--- config.mk ---
export PLATFORM = sky130hd
export DESIGN_NAME = fpc_regs
export DESIGN_NICKNAME = d
export VERILOG_FILES = /design/src/hdl/fpc_pkg.sv /design/src/hdl/fpc_regs.sv
export SDC_FILE = /design/constraint.sdc
export NUM_CORES = 1
export LEC_CHECK = 0
export BUFFER_PORTS_ARGS = -buffer_cell sky130_fd_sc_hd__clkbuf_2
export CORE_MARGIN = 2
export CORE_UTILIZATION = 55
export DETAILED_ROUTE_END_ITERATION = 16
export GPL_TIMING_DRIVEN = 0
export PLACE_DENSITY = 0.91
export SLEW_MARGIN = 20
export SYNTH_ARGS = -nofsm -noshare
export SYNTH_HDL_FRONTEND = slang
export SYNTH_SLANG_ARGS = --single-unit
--- constraint.sdc ---
create_clock -name SYS_CLK -period 3.1 [get_ports SYS_CLK]
set_clock_uncertainty 0.05 [all_clocks]
set_input_delay 0 -clock SYS_CLK [delete_from_list [all_inputs] [get_ports SYS_CLK]]
set_output_delay 0 -clock SYS_CLK [all_outputs]
set_load 0.02 [all_outputs]
--- src/hdl/fpc_pkg.sv ---
// Summary of operation
// RULE1 - registers load defaults only on power-on or hard reset, never soft reset
// RULE2 - floppy mode bit 0: 0 normal floppy mode, 1 second enhanced mode
// RULE3 - floppy mode bit 1: 0 burst DMA, 1 non-burst DMA (default)
// RULE4 - floppy mode bits 3:2: 11 AT (default), 01/00 alternates, 10 reserved
// RULE5 - floppy mode bit 6: 0 open-drain drive outputs, 1 push-pull
// RULE6 - floppy mode bit 7: 1 puts all floppy drive outputs in high impedance; only FLP_PIN_O/FLP_PIN_OE_N are released, DENSITY_PIN_O stays driven
// RULE7 - output type and tristate bits never touch floppy signals on port pins
// RULE8 - option bit 0 forces write protect active whenever either drive is selected
// RULE9 - forced write protect also covers a drive attached on the port pins
// RULE10 - option bits 3:2: 00/01 normal density, 10 forced 1, 11 forced 0
// RULE11 - type register: drive A bits 1:0, drive B 3:2, 7:4 spare; default FF
// RULE12 - reserved index after type register reads zero and ignores writes
// RULE13 - drive register: type bits 1:0, rate table 4:3; bits 2,5,7 read zero
// RULE14 - drive register bit 6 set disables write precompensation for that drive
// RULE15 - drive 1 register has the same layout and default as drive 0
// RULE16 - the boot floppy is always drive 0
// RULE17 - port mode bits 2:0 select printer, bidirectional, EPP, ECP combinations
// RULE18 - port mode bits 6:3 hold the ECP FIFO threshold, default 0111b
// RULE19 - port mode bit 7 set: interrupt pulses low then releases, not in 100/000
// RULE20 - interrupt type 0: follows acknowledge, level type in ECP-family modes
// RULE21 - routing bits 1:0: 00 normal, 01 drive 1 on port, 10 both on port
// RULE22 - routing bits 7:2 reserved, written zero; default zero
// RULE23 - reserved encodings of mode fields behave like the field's default
package fpc_pkg;

  // ****************************************
  // address map
  // ****************************************
  localparam logic [11:0] FPC_FDC_BASE = 12'h000;
  localparam logic [11:0] FPC_PP_BASE = 12'h400;
  localparam logic [11:0] FPC_STATUS_ADDR = 12'h800;
  localparam logic [7:0] FPC_IDX_MODE = 8'hF0;
  localparam logic [7:0] FPC_IDX_OPTION = 8'hF1;
  localparam logic [7:0] FPC_IDX_TYPE = 8'hF2;
  localparam logic [7:0] FPC_IDX_RSVD = 8'hF3;
  localparam logic [7:0] FPC_IDX_DRV0 = 8'hF4;
  localparam logic [7:0] FPC_IDX_DRV1 = 8'hF5;

  // ****************************************
  // reset values
  // ****************************************
  localparam logic [7:0] FPC_FDD_MODE_RST = 8'h0E;
  localparam logic [7:0] FPC_FDD_OPT_RST = 8'h00;
  localparam logic [7:0] FPC_FDD_TYPE_RST = 8'hFF;
  localparam logic [7:0] FPC_DRV_RST = 8'h00;
  localparam logic [7:0] FPC_PP_MODE_RST = 8'h3C;
  localparam logic [7:0] FPC_PP_ROUTE_RST = 8'h00;

  // ****************************************
  // field positions and masks
  // ****************************************
  localparam int FPC_MODE_ENH = 0;
  localparam int FPC_MODE_NONBURST = 1;
  localparam int FPC_MODE_IF_LSB = 2;
  localparam int FPC_MODE_PUSHPULL = 6;
  localparam int FPC_MODE_TRISTATE = 7;
  localparam int FPC_OPT_FWP = 0;
  localparam int FPC_OPT_DENS_LSB = 2;
  localparam int FPC_DRV_TYPE_LSB = 0;
  localparam int FPC_DRV_RATE_LSB = 3;
  localparam int FPC_DRV_PRECOMP_DIS = 6;
  localparam logic [7:0] FPC_DRV_RW_MASK = 8'h5B;
  localparam int FPC_PP_MODE_LSB = 0;
  localparam int FPC_PP_THR_LSB = 3;
  localparam int FPC_PP_ITYPE = 7;
  localparam int FPC_FLP_PINS = 8;
  localparam int FPC_SYNC_BITS = 3;

  // ****************************************
  // encodings
  // ****************************************
  typedef enum logic [1:0] {
    FPC_IF_ALT_B = 2'b00, FPC_IF_ALT_A = 2'b01, FPC_IF_RSVD = 2'b10, FPC_IF_AT = 2'b11
  } fpc_iface_t;

  typedef enum logic [2:0] {
    FPC_PP_SPP = 3'b000, FPC_PP_EPP19 = 3'b001, FPC_PP_ECP = 3'b010,
    FPC_PP_ECP_EPP19 = 3'b011, FPC_PP_PRINTER = 3'b100, FPC_PP_EPP17 = 3'b101,
    FPC_PP_RSVD = 3'b110, FPC_PP_ECP_EPP17 = 3'b111
  } fpc_pp_mode_t;

  typedef enum logic [3:0] {
    FPC_ST_IDLE = 4'b0001, FPC_ST_WRDATA = 4'b0010,
    FPC_ST_RDWAIT = 4'b0100, FPC_ST_RDDATA = 4'b1000
  } fpc_bus_state_t;

  // byte address of a register index inside a logical device bank
  function automatic logic [11:0] fpc_addr(input logic [11:0] base, input logic [7:0] idx);
    fpc_addr = base + {2'b00, idx, 2'b00};
  endfunction : fpc_addr

endpackage : fpc_pkg

--- src/hdl/fpc_regs.sv ---
// The AHB-Lite register port was chosen for this implementation.
module fpc_regs
  import fpc_pkg::*;
(
  // clock and reset
  input wire logic SYS_CLK,
  input wire logic ARST_N,
  // ahb-lite slave
  input wire logic HSEL,
  input wire logic [31:0] HADDR,
  input wire logic [1:0] HTRANS,
  input wire logic HWRITE,
  input wire logic [2:0] HSIZE,
  input wire logic [31:0] HWDATA,
  input wire logic HREADY,
  output logic [31:0] HRDATA,
  output logic HREADYOUT,
  output logic HRESP,
  // floppy core side
  input wire logic [FPC_FLP_PINS-1:0] FDC_PIN_VAL,
  input wire logic [1:0] FDC_DRV_SEL,
  input wire logic FDC_DENSITY,
  output logic FDC_WRTPRT_N,
  // dedicated floppy pins
  output logic [FPC_FLP_PINS-1:0] FLP_PIN_O,
  output logic [FPC_FLP_PINS-1:0] FLP_PIN_OE_N,
  output logic DENSITY_PIN_O,
  input wire logic WRTPRT_N_PIN,
  // floppy signals on parallel port pins
  output logic [FPC_FLP_PINS-1:0] PORT_FLP_O,
  output logic PORT_FLP_OE_N,
  input wire logic PORT_WRTPRT_N_PIN,
  // parallel port interrupt
  input wire logic PP_ACK_N_PIN,
  input wire logic PP_LEVEL_IRQ,
  output logic PP_IRQ_O,
  output logic PP_IRQ_OE_N,
  // decoded configuration
  output logic FDC_ENH_MODE,
  output logic FDC_BURST_EN,
  output logic [1:0] FDC_IFACE,
  output logic [1:0] DRV_TYPE,
  output logic [1:0] DRV_RATE_TBL,
  output logic PRECOMP_EN,
  output logic [2:0] PP_MODE,
  output logic [3:0] ECP_THRESHOLD,
  output logic [1:0] DRIVE_ON_PORT
);

  // ****************************************
  // declarations
  // ****************************************
  fpc_bus_state_t state_ff, nxt_state;
  logic [11:0] addr_ff;
  logic addr_ok_ff;
  logic [31:0] hrdata_ff;
  logic sel_xfer, wr_en;
  logic [7:0] rd_val;
  logic [7:0] fdd_mode_ff, fdd_opt_ff, fdd_type_ff, pp_mode_ff, pp_route_ff;
  logic [7:0] drv_ff [2];
  logic [FPC_SYNC_BITS-1:0] sync1_ff, sync2_ff;
  logic wp_flp_s, wp_port_s, ack_s;
  logic drv_idx, wp_src_n, irq_src, src_prev_ff, pulse_mode, src_rise;
  logic [2:0] pp_mode_eff;
  logic [1:0] on_port;
  logic ecp_family;

  // ****************************************
  // bus slave
  // ****************************************
  assign sel_xfer = HSEL & HTRANS[1] & HREADY;

  // reads get one wait state so a preceding write is always visible
  always_comb begin
    nxt_state = FPC_ST_IDLE;
    case (state_ff)
      FPC_ST_RDWAIT: nxt_state = FPC_ST_RDDATA;
      FPC_ST_IDLE, FPC_ST_WRDATA, FPC_ST_RDDATA: begin
        if (sel_xfer) begin
          nxt_state = HWRITE ? FPC_ST_WRDATA : FPC_ST_RDWAIT;
        end
      end
      default: nxt_state = FPC_ST_IDLE;
    endcase
  end

  // state register
  always_ff @(posedge SYS_CLK or negedge ARST_N) begin
    if (!ARST_N) begin
      state_ff <= FPC_ST_IDLE;
    end else begin
      state_ff <= nxt_state;
    end
  end

  // address phase capture; only aligned word accesses are mapped
  always_ff @(posedge SYS_CLK or negedge ARST_N) begin
    if (!ARST_N) begin
      addr_ff <= 12'h000;
      addr_ok_ff <= 1'b0;
    end else if (sel_xfer) begin
      addr_ff <= HADDR[11:0];
      addr_ok_ff <= (HADDR[31:12] == 20'h00000) && (HSIZE == 3'b010);
    end
  end

  assign wr_en = (state_ff == FPC_ST_WRDATA) && addr_ok_ff;
  assign HREADYOUT = (state_ff != FPC_ST_RDWAIT);
  assign HRESP = 1'b0;
  assign HRDATA = hrdata_ff;

  // read mux; unmapped words read zero
  always_comb begin
    rd_val = 8'h00;
    if (addr_ok_ff) begin
      case (addr_ff)
        fpc_addr(FPC_FDC_BASE, FPC_IDX_MODE): rd_val = fdd_mode_ff;
        fpc_addr(FPC_FDC_BASE, FPC_IDX_OPTION): rd_val = fdd_opt_ff;
        fpc_addr(FPC_FDC_BASE, FPC_IDX_TYPE): rd_val = fdd_type_ff;
        // RULE12 reserved reads zero
        fpc_addr(FPC_FDC_BASE, FPC_IDX_RSVD): rd_val = 8'h00;
        fpc_addr(FPC_FDC_BASE, FPC_IDX_DRV0): rd_val = drv_ff[0];
        fpc_addr(FPC_FDC_BASE, FPC_IDX_DRV1): rd_val = drv_ff[1];
        fpc_addr(FPC_PP_BASE, FPC_IDX_MODE): rd_val = pp_mode_ff;
        fpc_addr(FPC_PP_BASE, FPC_IDX_OPTION): rd_val = pp_route_ff;
        FPC_STATUS_ADDR: rd_val = {4'h0, drv_idx, DENSITY_PIN_O, FDC_WRTPRT_N, PORT_FLP_OE_N};
        default: rd_val = 8'h00;
      endcase
    end
  end

  // read data loaded during the wait state
  always_ff @(posedge SYS_CLK or negedge ARST_N) begin
    if (!ARST_N) begin
      hrdata_ff <= 32'h00000000;
    end else if (state_ff == FPC_ST_RDWAIT) begin
      hrdata_ff <= {24'h000000, rd_val};
    end
  end

  // ****************************************
  // configuration registers
  // ****************************************
  // RULE1 hard reset only; a soft reset never reaches ARST_N
  always_ff @(posedge SYS_CLK or negedge ARST_N) begin
    if (!ARST_N) begin
      fdd_mode_ff <= FPC_FDD_MODE_RST;
      fdd_opt_ff <= FPC_FDD_OPT_RST;
      fdd_type_ff <= FPC_FDD_TYPE_RST;
      pp_mode_ff <= FPC_PP_MODE_RST;
      pp_route_ff <= FPC_PP_ROUTE_RST;
    end else if (wr_en) begin
      case (addr_ff)
        fpc_addr(FPC_FDC_BASE, FPC_IDX_MODE): fdd_mode_ff <= HWDATA[7:0];
        fpc_addr(FPC_FDC_BASE, FPC_IDX_OPTION): fdd_opt_ff <= HWDATA[7:0];
        // RULE11 spare bits stay writable
        fpc_addr(FPC_FDC_BASE, FPC_IDX_TYPE): fdd_type_ff <= HWDATA[7:0];
        fpc_addr(FPC_PP_BASE, FPC_IDX_MODE): pp_mode_ff <= HWDATA[7:0];
        // RULE22 reserved bits kept zero
        fpc_addr(FPC_PP_BASE, FPC_IDX_OPTION): pp_route_ff <= {6'h00, HWDATA[1:0]};
        default: pp_route_ff <= pp_route_ff;
      endcase
    end
  end

  // per-drive setup registers, identical for both drives
  for (genvar d = 0; d < 2; d++) begin : g_drv
    // RULE15 same layout and default
    always_ff @(posedge SYS_CLK or negedge ARST_N) begin
      if (!ARST_N) begin
        drv_ff[d] <= FPC_DRV_RST;
      end else if (wr_en && addr_ff == fpc_addr(FPC_FDC_BASE, FPC_IDX_DRV0 + 8'(d))) begin
        // RULE13 read-only bits masked
        drv_ff[d] <= HWDATA[7:0] & FPC_DRV_RW_MASK;
      end
    end
  end

  // ****************************************
  // pin synchronisers
  // ****************************************
  // second stage only is read, to keep metastability out of logic
  always_ff @(posedge SYS_CLK or negedge ARST_N) begin
    if (!ARST_N) begin
      sync1_ff <= '1;
      sync2_ff <= '1;
    end else begin
      sync1_ff <= {PP_ACK_N_PIN, PORT_WRTPRT_N_PIN, WRTPRT_N_PIN};
      sync2_ff <= sync1_ff;
    end
  end

  assign wp_flp_s = sync2_ff[0];
  assign wp_port_s = sync2_ff[1];
  assign ack_s = sync2_ff[2];

  // ****************************************
  // floppy decode
  // ****************************************
  // RULE16 drive 0 unless drive 1 alone is selected
  assign drv_idx = FDC_DRV_SEL[1] & ~FDC_DRV_SEL[0];

  // RULE21 drive routing
  always_comb begin
    case (pp_route_ff[1:0])
      2'b01: on_port = 2'b10;
      2'b10: on_port = 2'b11;
      // RULE23 reserved acts as normal
      default: on_port = 2'b00;
    endcase
  end

  // RULE9 port-pin drive supplies its own protect input
  assign wp_src_n = on_port[drv_idx] ? wp_port_s : wp_flp_s;

  // registered floppy controls and core inputs
  always_ff @(posedge SYS_CLK or negedge ARST_N) begin
    if (!ARST_N) begin
      FDC_WRTPRT_N <= 1'b1;
      DENSITY_PIN_O <= 1'b0;
      FDC_ENH_MODE <= 1'b0;
      FDC_BURST_EN <= 1'b0;
      FDC_IFACE <= FPC_IF_AT;
      DRV_TYPE <= 2'b00;
      DRV_RATE_TBL <= 2'b00;
      PRECOMP_EN <= 1'b1;
      DRIVE_ON_PORT <= 2'b00;
    end else begin
      // RULE8 forced protect while a drive is selected
      FDC_WRTPRT_N <= wp_src_n & ~(fdd_opt_ff[FPC_OPT_FWP] & (|FDC_DRV_SEL));
      // RULE10 density forcing
      case (fdd_opt_ff[FPC_OPT_DENS_LSB +: 2])
        2'b10: DENSITY_PIN_O <= 1'b1;
        2'b11: DENSITY_PIN_O <= 1'b0;
        default: DENSITY_PIN_O <= FDC_DENSITY;
      endcase
      // RULE2 enhanced mode select
      FDC_ENH_MODE <= fdd_mode_ff[FPC_MODE_ENH];
      // RULE3 burst when bit clear
      FDC_BURST_EN <= ~fdd_mode_ff[FPC_MODE_NONBURST];
      // RULE4 interface style, reserved to AT
      if (fdd_mode_ff[FPC_MODE_IF_LSB +: 2] == FPC_IF_RSVD) begin
        FDC_IFACE <= FPC_IF_AT;
      end else begin
        FDC_IFACE <= fdd_mode_ff[FPC_MODE_IF_LSB +: 2];
      end
      DRV_TYPE <= drv_ff[drv_idx][FPC_DRV_TYPE_LSB +: 2];
      DRV_RATE_TBL <= drv_ff[drv_idx][FPC_DRV_RATE_LSB +: 2];
      // RULE14 precompensation disable
      PRECOMP_EN <= ~drv_ff[drv_idx][FPC_DRV_PRECOMP_DIS];
      DRIVE_ON_PORT <= on_port;
    end
  end

  // dedicated floppy pins, one driver per pin
  for (genvar p = 0; p < FPC_FLP_PINS; p++) begin : g_pin
    always_ff @(posedge SYS_CLK or negedge ARST_N) begin
      if (!ARST_N) begin
        FLP_PIN_O[p] <= 1'b0;
        FLP_PIN_OE_N[p] <= 1'b1;
      end else if (fdd_mode_ff[FPC_MODE_TRISTATE]) begin
        // RULE6 FLP_PIN_O/FLP_PIN_OE_N released, DENSITY_PIN_O stays driven
        FLP_PIN_O[p] <= 1'b0;
        FLP_PIN_OE_N[p] <= 1'b1;
      end else if (fdd_mode_ff[FPC_MODE_PUSHPULL]) begin
        // RULE5 push-pull drive
        FLP_PIN_O[p] <= FDC_PIN_VAL[p];
        FLP_PIN_OE_N[p] <= 1'b0;
      end else begin
        // RULE5 open drain pulls low only
        FLP_PIN_O[p] <= 1'b0;
        FLP_PIN_OE_N[p] <= FDC_PIN_VAL[p];
      end
    end
  end

  // RULE7 port pins ignore type and tristate bits
  always_ff @(posedge SYS_CLK or negedge ARST_N) begin
    if (!ARST_N) begin
      PORT_FLP_O <= '0;
      PORT_FLP_OE_N <= 1'b1;
    end else begin
      PORT_FLP_O <= FDC_PIN_VAL;
      PORT_FLP_OE_N <= ~(|on_port);
    end
  end

  // ****************************************
  // parallel port decode and interrupt
  // ****************************************
  // RULE17 port mode, RULE23 reserved to printer
  assign pp_mode_eff = (pp_mode_ff[FPC_PP_MODE_LSB +: 3] == FPC_PP_RSVD) ?
                       FPC_PP_PRINTER : pp_mode_ff[FPC_PP_MODE_LSB +: 3];
  assign ecp_family = (pp_mode_eff == FPC_PP_ECP) || (pp_mode_eff == FPC_PP_ECP_EPP19) ||
                      (pp_mode_eff == FPC_PP_ECP_EPP17);
  // RULE20 level in ECP family, else follows acknowledge
  assign irq_src = ecp_family ? PP_LEVEL_IRQ : ack_s;
  // RULE19 pulse style invalid in printer and bidirectional
  assign pulse_mode = pp_mode_ff[FPC_PP_ITYPE] && (pp_mode_eff != FPC_PP_PRINTER) &&
                      (pp_mode_eff != FPC_PP_SPP);
  assign src_rise = irq_src & ~src_prev_ff;

  // decoded port configuration
  always_ff @(posedge SYS_CLK or negedge ARST_N) begin
    if (!ARST_N) begin
      PP_MODE <= FPC_PP_PRINTER;
      ECP_THRESHOLD <= 4'h7;
    end else begin
      PP_MODE <= pp_mode_eff;
      // RULE18 fifo threshold
      ECP_THRESHOLD <= pp_mode_ff[FPC_PP_THR_LSB +: 4];
    end
  end

  // interrupt driver; pulse is one cycle low then high impedance
  // edge history resets high, the idle acknowledge level, so no false edge follows reset
  always_ff @(posedge SYS_CLK or negedge ARST_N) begin
    if (!ARST_N) begin
      src_prev_ff <= 1'b1;
      PP_IRQ_O <= 1'b0;
      PP_IRQ_OE_N <= 1'b1;
    end else begin
      src_prev_ff <= irq_src;
      if (pulse_mode) begin
        // RULE19 low pulse on each event
        PP_IRQ_O <= 1'b0;
        PP_IRQ_OE_N <= ~src_rise;
      end else begin
        PP_IRQ_O <= irq_src;
        PP_IRQ_OE_N <= 1'b0;
      end
    end
  end
endmodule : fpc_regs

==> results of run 1 <==
synthesized netlist by cell type (5+ instances only):
library cell  count
dfstp_2          41
nand2_1          16
nand3_1           6
mux2_2           59
dfrtp_1          82
o21ai_0          14
buf_4            30
inv_1            11
mux2i_1           9
clkbuf_1          6
nor2_1           14
a21oi_1           6
and2_1           10
a21o_1            8
a22oi_1           5
nor4_1            5
layout make-up:
type / instances / area [µm²] / area share, %
Sequential cell: 123 / 3129 / 43.05
Multi-Input combinational cell: 242 / 1894 / 26.06
Timing Repair Buffer: 170 / 1127 / 15.51
Clock buffer: 18 / 427.9 / 5.887
Buffer: 39 / 262.8 / 3.615
Clock inverter: 14 / 216.5 / 2.978
Tap cell: 129 / 161.4 / 2.221
Inverter: 13 / 48.80 / 0.6714
logic make-up after synthesis:
logic type,after synthesis,share of synthesized area (%)
flip-flops,123,59.66
AND/OR/NAND/NOR,94,12.19
multiplexers,71,15.24
buffers and inverters,52,5.940
AO/OA/AOI/OAI,50,6.489
adder cells (fa/ha/maj),1,0.2385
other,1,0.07150
XOR/XNOR,1,0.1670
power groups by stage:
| stage | Combinational (mW) | Clock (mW) | Sequential (mW) |
|---|---|---|---|
| after floorplan | 0.200 | 0 | 1.74 |
| after global placement | 0.338 | 0 | 1.72 |
| after detailed placement | 0.353 | 0 | 1.73 |
| after CTS | 0.415 | 2.16 | 1.70 |
| after global routing | 0.456 | 2.24 | 1.71 |
| final | 0.423 | 2.14 | 1.71 |
what timing repair did:
action	CTS	global route
endpoints found under the hold margin	201	0
gates resized for setup	0	0
hold buffers	50	0
setup buffers	0	0
setup endpoints to repair	0	0
state kept, by name, indices dropped and copies added, names as in the netlist, 2 cells and up:
name,flops
addr_ff,12
drv_ff,10
FLP_PIN_OE_N,8
FLP_PIN_O,8
HRDATA,8
PORT_FLP_O,8
fdd_mode_ff,8
fdd_opt_ff,8
fdd_type_ff,8
pp_mode_ff,8
ECP_THRESHOLD,4
state_ff,4
PP_MODE,3
sync1_ff,3
sync2_ff,3
DRIVE_ON_PORT,2
DRV_RATE_TBL,2
DRV_TYPE,2
FDC_IFACE,2
pp_route_ff,2
routing by layer:
layer	vias up	part of all wire, %	track usage [%]
li1	1781	-	-
met1	1963	38	32.00
met2	243	50	45.45
met3	51	8.3	6.694
met4	0	3.6	13.41
met5	-	0	0
how the worst max path moves through the flow:
stage                                       from                         to  cells after the start
after global placement                    ARST_N      state_ff[2]$_DFF_PN0_                      1
after floorplan           addr_ff[4]$_DFFE_PN0P_  pp_mode_ff[0]$_DFFE_PN0P_                      6
after global routing                   HADDR[20]     addr_ok_ff$_DFFE_PN0P_                      8
after CTS                                 ARST_N     FLP_PIN_O[2]$_DFF_PN0_                      4
final                     addr_ff[1]$_DFFE_PN0P_  pp_mode_ff[1]$_DFFE_PN0P_                      5
after detailed placement  addr_ff[1]$_DFFE_PN0P_  pp_mode_ff[7]$_DFFE_PN0P_                      5
worst max-delay path: stages (launching register included):
cell     delay [ps]
dfrtp_1         480
nor4_2          570
and4_1          450
and2b_1         160
buf_4           180
mux2_2          370
stage by stage:
stage	cell area (µm²)	hold WS, ps	std cells	power, mW
6_report	7268	61.93	748	4.272
5_1_grt	7268	54.11	748	4.405
4_1_cts	7273	51.03	748	4.276
3_5_place_dp	6128	-33.31	666	2.082
3_3_place_gp	6092	38.86	665	2.061
2_1_floorplan	5335	-345.6	417	1.939
==> results.yml, run 1 <==
worst_setup_path:
  worstSetupStartpointType: "flop"
  endpoint_kind: "flop"
  r2r_cells: 5
  reg2reg_from: "addr_ff[1]$_DFFE_PN0P_"
  required_ps: 3450
  r2r-end: "pp_mode_ff[1]$_DFFE_PN0P_"
  crit_type: "reg -> reg"
  r2r_slack_ps: 720
  path_max_fanout: 9
  cp.arrival_ps: 2730
finish:
  final_common_cell: "clkbuf_2"
  final_core_util_pct: 78.66
  final_nets: 696
  diodes: 0
  drive_above_1_share_pct: 48.95
  fillerInstances: 538
  layout_common_cells: "clkbuf_2, dfrtp_1, mux2_2"
  area_delta_synth_final_pct: 38.57
sta:
  rsz0062_at_grt: "no"
  relSlewSlack_pct: 56.40
  min_period_ps: 2380
  setup_viol: 0
  maxSlewViolCount: 0
  final_hold_viol_count: 0
  setup_slack_ps: 720.4
  setup_tns_ps: 0
  worst_pin_slew_ps: 651.8
  final.period_utilization_pct: 76.76
  max_freq_ghz: 0.4202
hold_path:
  hold_path_class: "in -> reg"
  hp-start: "PORT_WRTPRT_N_PIN"
  hold_depth: 2
  hold_path_end: "sync1_ff[1]$_DFF_PN1_"
outcome:
  outcome: "completed"
pwr:
  p_sw_share_pct: 23.40
  seqPwrFrac_pct: 39.9
  p_comb_share_pct: 9.9
  powerDensity_mw_per_mm2: 587.8
  power.leakage_nw: 3.641
  internal_power_mw: 3.272
  p_clk_share_pct: 50.2
  peakVddDrop_v: 0.0003685
  p_sw_uw: 999.7
clock_network:
  clk_path_buf_depth: 2
  cts_tree: "done"
  clockRootBuffer: "clkbuf_8"
  htree_levels: 4
  clock_latency_ps: 520
  cts_buffers: 17
  cts_sinks: 123
  clkTransAtPathRegs_ps: 60
logic_synthesis:
  yosysTopAreaCell: "dfrtp_1"
  synth_top_cell_area_share_pct: 39.12
  synth_cell_types: 58
  synthTopCellsByArea: "dfrtp_1, dfstp_2, mux2_2"
  ys_ff_latch: 123
  ys_async_sr_fraction_pct: 100.0
  synth_cells: 393
  synth_ff_type: "dfrtp_1"
  seq_area_frac_synth_pct: 59.66
  ys_warn_count: 0
  avgSynthCellArea_um2: 13.35
  synth_edf_count: 0
  syn_area_mm2: 0.005245
route:
  antenna_left: 0
  avgRoutedWirePerCell_um: 17.67
  wl_um: 13220
  drc: 0
  via_per_inst: 5.398
  first_pass_iters: 5
  vias: 4038
  drt_iter0_drc: 186
job:
  drv_cap: 0
placed_design:
  port_buffers: 119
  gp_congestion: 0.9427
  hpwlAfterDp_um: 8311
  dpl_worst_slack_ps: 953.9
floorplan:
  fp-row-count: 35
  start_util_pct: 56.76
  die_area_mm2: 0.01033
  coreArea_mm2: 0.009240
  die_h_um: 101.7
  fp.dieW_um: 101.7
  io_pins: 170
global_route:
  grt_pass1_vias: 4099
  grt_pass1_wl_um: 20820
  grt_max_degree: 59
  gr-total-overflow: 0
  grt_usage_pct: 26.88
  antenna_found_initial: 0
Power figures use the tool's default switching activity.
==> run 2: changes to the inputs <==
--- a/config.mk
+++ b/config.mk
@@ -7,10 +7,10 @@
 export LEC_CHECK = 0
 export BUFFER_PORTS_ARGS = -buffer_cell sky130_fd_sc_hd__clkbuf_2
 export CORE_MARGIN = 2
-export CORE_UTILIZATION = 55
+export CORE_UTILIZATION = 51
 export DETAILED_ROUTE_END_ITERATION = 16
 export GPL_TIMING_DRIVEN = 0
-export PLACE_DENSITY = 0.91
+export PLACE_DENSITY = 0.85
 export SLEW_MARGIN = 20
 export SYNTH_ARGS = -nofsm -noshare
 export SYNTH_HDL_FRONTEND = slang
==> constraint.sdc (replaced) <==
create_clock -name SYS_CLK -period 2.2 [get_ports SYS_CLK]
set_clock_uncertainty 0.05 [all_clocks]
set_input_delay 0 -clock SYS_CLK [delete_from_list [all_inputs] [get_ports SYS_CLK]]
set_output_delay 0 -clock SYS_CLK [all_outputs]
set_load 0.02 [all_outputs]
==> run 2 against run 1 <==
  * Clock power grew 24%
  * Highest routed layer unchanged
  * Critical endpoint is now HRDATA[3]$_DFFE_PN0P_
  * Clock-buffer cell count fell by 1
  * Core utilization down 6.9 points
  * Sequential cell count is the same
  * Via count is 1.9% lower
  * Combinational power increased by 43%
==> results.yml, run 2 (same netlist as run 1, synthesis figures left out) <==
route:
  drc: 0
  via_per_inst: 5.221
  drt_iter0_drc: 334
  avgRoutedWirePerCell_um: 16.37
  vias: 3963
  antenna_left: 0
  first_pass_iters: 4
  wl_um: 12430
clock_network:
  cts_sinks: 123
  cts_tree: "done"
  clk_path_buf_depth: 2
  htree_levels: 4
  clock_latency_ps: 520
  clkTransAtPathRegs_ps: 60
  cts_buffers: 17
  clockRootBuffer: "clkbuf_8"
floorplan:
  start_util_pct: 51.73
  io_pins: 170
  fp.dieW_um: 105.4
  coreArea_mm2: 0.01014
  die_area_mm2: 0.01111
  die_h_um: 105.4
  fp-row-count: 37
finish:
  layout_common_cells: "clkbuf_2, dfrtp_1, mux2_2"
  top_register: "addr_ff"
  largest_register_ffs: 12
  reg_top3: "addr_ff x12, drv_ff x10"
  diodes: 0
  area_delta_synth_final_pct: 38.67
  final_nets: 700
  final_common_cell: "clkbuf_2"
  drive_above_1_share_pct: 49.28
  fin_cells: 759
pwr:
  power.leakage_nw: 3.636
  power_mw: 5.666
  powerDensity_mw_per_mm2: 779.0
  peakVddDrop_v: 0.0004310
placed_design:
  dp_cells: 673
  port_buffers: 119
  hpwlAfterDp_um: 8113
  dpl_worst_slack_ps: 43.96
  gp_congestion: 0.9353
worst_setup_path:
  cpMaxStageDelayCell: "a41o_1"
  r2r-end: "HRDATA[3]$_DFFE_PN0P_"
  cp_common_cell: "buf_2"
  reg2reg_from: "addr_ff[2]$_DFFE_PN0P_"
  path_cells: "buf_2, buf_2, a21oi_1, o211ai_1, a41o_1, o21ai_0"
  cp.arrival_ps: 2480
  cp_slowest_stage_delay_ps: 440
  cp-endpoint: "HRDATA[3]$_DFFE_PN0P_"
  worstSetupStartpointType: "flop"
  r2r_cells: 6
  r2r_slack_ps: 40
  endpoint_kind: "flop"
  required_ps: 2520
  crit_type: "reg -> reg"
  startpoint: "addr_ff[2]$_DFFE_PN0P_"
  path_max_fanout: 10
sta:
  final.period_utilization_pct: 98.14
  final_hold_viol_count: 0
  maxSlewViolCount: 0
  worst_pin_slew_ps: 836.2
  holdWs_ps: 14.18
  relSlewSlack_pct: 44.07
  max_freq_ghz: 0.4631
  setup_slack_ps: 40.84
  min_period_ps: 2159
  setup_viol: 0
global_route:
  grt_pass1_vias: 4097
  grt_pass1_wl_um: 20130
  grt_max_degree: 98
  antenna_found_initial: 0
  gr-total-overflow: 0
  grt_usage_pct: 23.25
outcome:
  outcome: "completed"
job:
  drv_cap: 0
hold_path:
  hold_path_class: "in -> async"
-- run 2: cell count changes in the layout (fill, tap and decap cells not counted), moves of 2 or more --
| cell | before | now |
|---|---|---|
| bufinv_16 | 5 | 1 |
| inv_6 | 2 | 7 |
| clkinvlp_4 | 1 | 3 |
| buf_4 | 30 | 32 |
| clkinv_2 | 3 | 0 |
| inv_8 | 0 | 2 |
-- run 2: power by group --
| group | total [mW] | switching (mW) | internal [mW] |
|---|---|---|---|
| Sequential | 2.40 | 0.0592 | 2.34 |
| Combinational | 0.603 | 0.319 | 0.284 |
| Clock | 2.66 | 1.12 | 1.54 |
| Total | 5.67 | 1.50 | 4.17 |
-- run 2: worst min-delay path by stage --
stage | to | cells after the start | startpoint | slack (ps)
2_1_floorplan | DENSITY_PIN_O$_DFF_PN0_ | 0 | ARST_N | -350
3_3_place_gp | sync1_ff[0]$_DFF_PN1_ | 1 | WRTPRT_N_PIN | 40
3_5_place_dp | DRV_TYPE[1]$_DFF_PN0_ | 1 | ARST_N | -150
4_1_cts | PORT_FLP_OE_N$_DFF_PN1_ | 2 | ARST_N | 10
5_1_grt | PORT_FLP_OE_N$_DFF_PN1_ | 2 | ARST_N | 10
6_report | PORT_FLP_OE_N$_DFF_PN1_ | 2 | ARST_N | 10
-- run 2: per-stage QoR --
step | TNS [ps] | utilization, % | area, µm²
5_1_grt | -59.94 | 71.74 | 7273
3_5_place_dp | 0 | 60.53 | 6137
4_1_cts | 0 | 71.17 | 7216
2_1_floorplan | 0 | - | 5335
3_3_place_gp | -46340 | 60.18 | 6101
6_report | 0 | 71.74 | 7273
-- run 2: final cells by class --
cell class                 instances  area (µm²)
inverter                          13       48.80
tap                              136       170.2
fill                             650        2865
timing repair buffer             174        1180
multi-input combinational        242        1914
clock buffer                      17       414.1
sequential                       123        3129
clock inverter                    15       153.9
buffer                            39       262.8
-- run 2: routing by layer --
metal  track usage, %  vias up  wire (µm)
li1                 -     1800          -
met1            28.36     1940       4933
met2            39.17      189       6355
met3            5.566       34        820
met4            10.48        0        317
met5                0        -          0
-- run 2: timing repair --
item	4_1_cts	5_1_grt
buffers inserted	0	3
gates resized for setup	0	6
setup endpoints to repair	0	21
hold buffers	51	0
endpoints found under the hold margin	182	0
-- run 2: critical path, delay by kind of cell, from the launching register on --
family	cells	cell delay, ps
flops	1	310
compound gates	4	1000
buf+inv	2	630
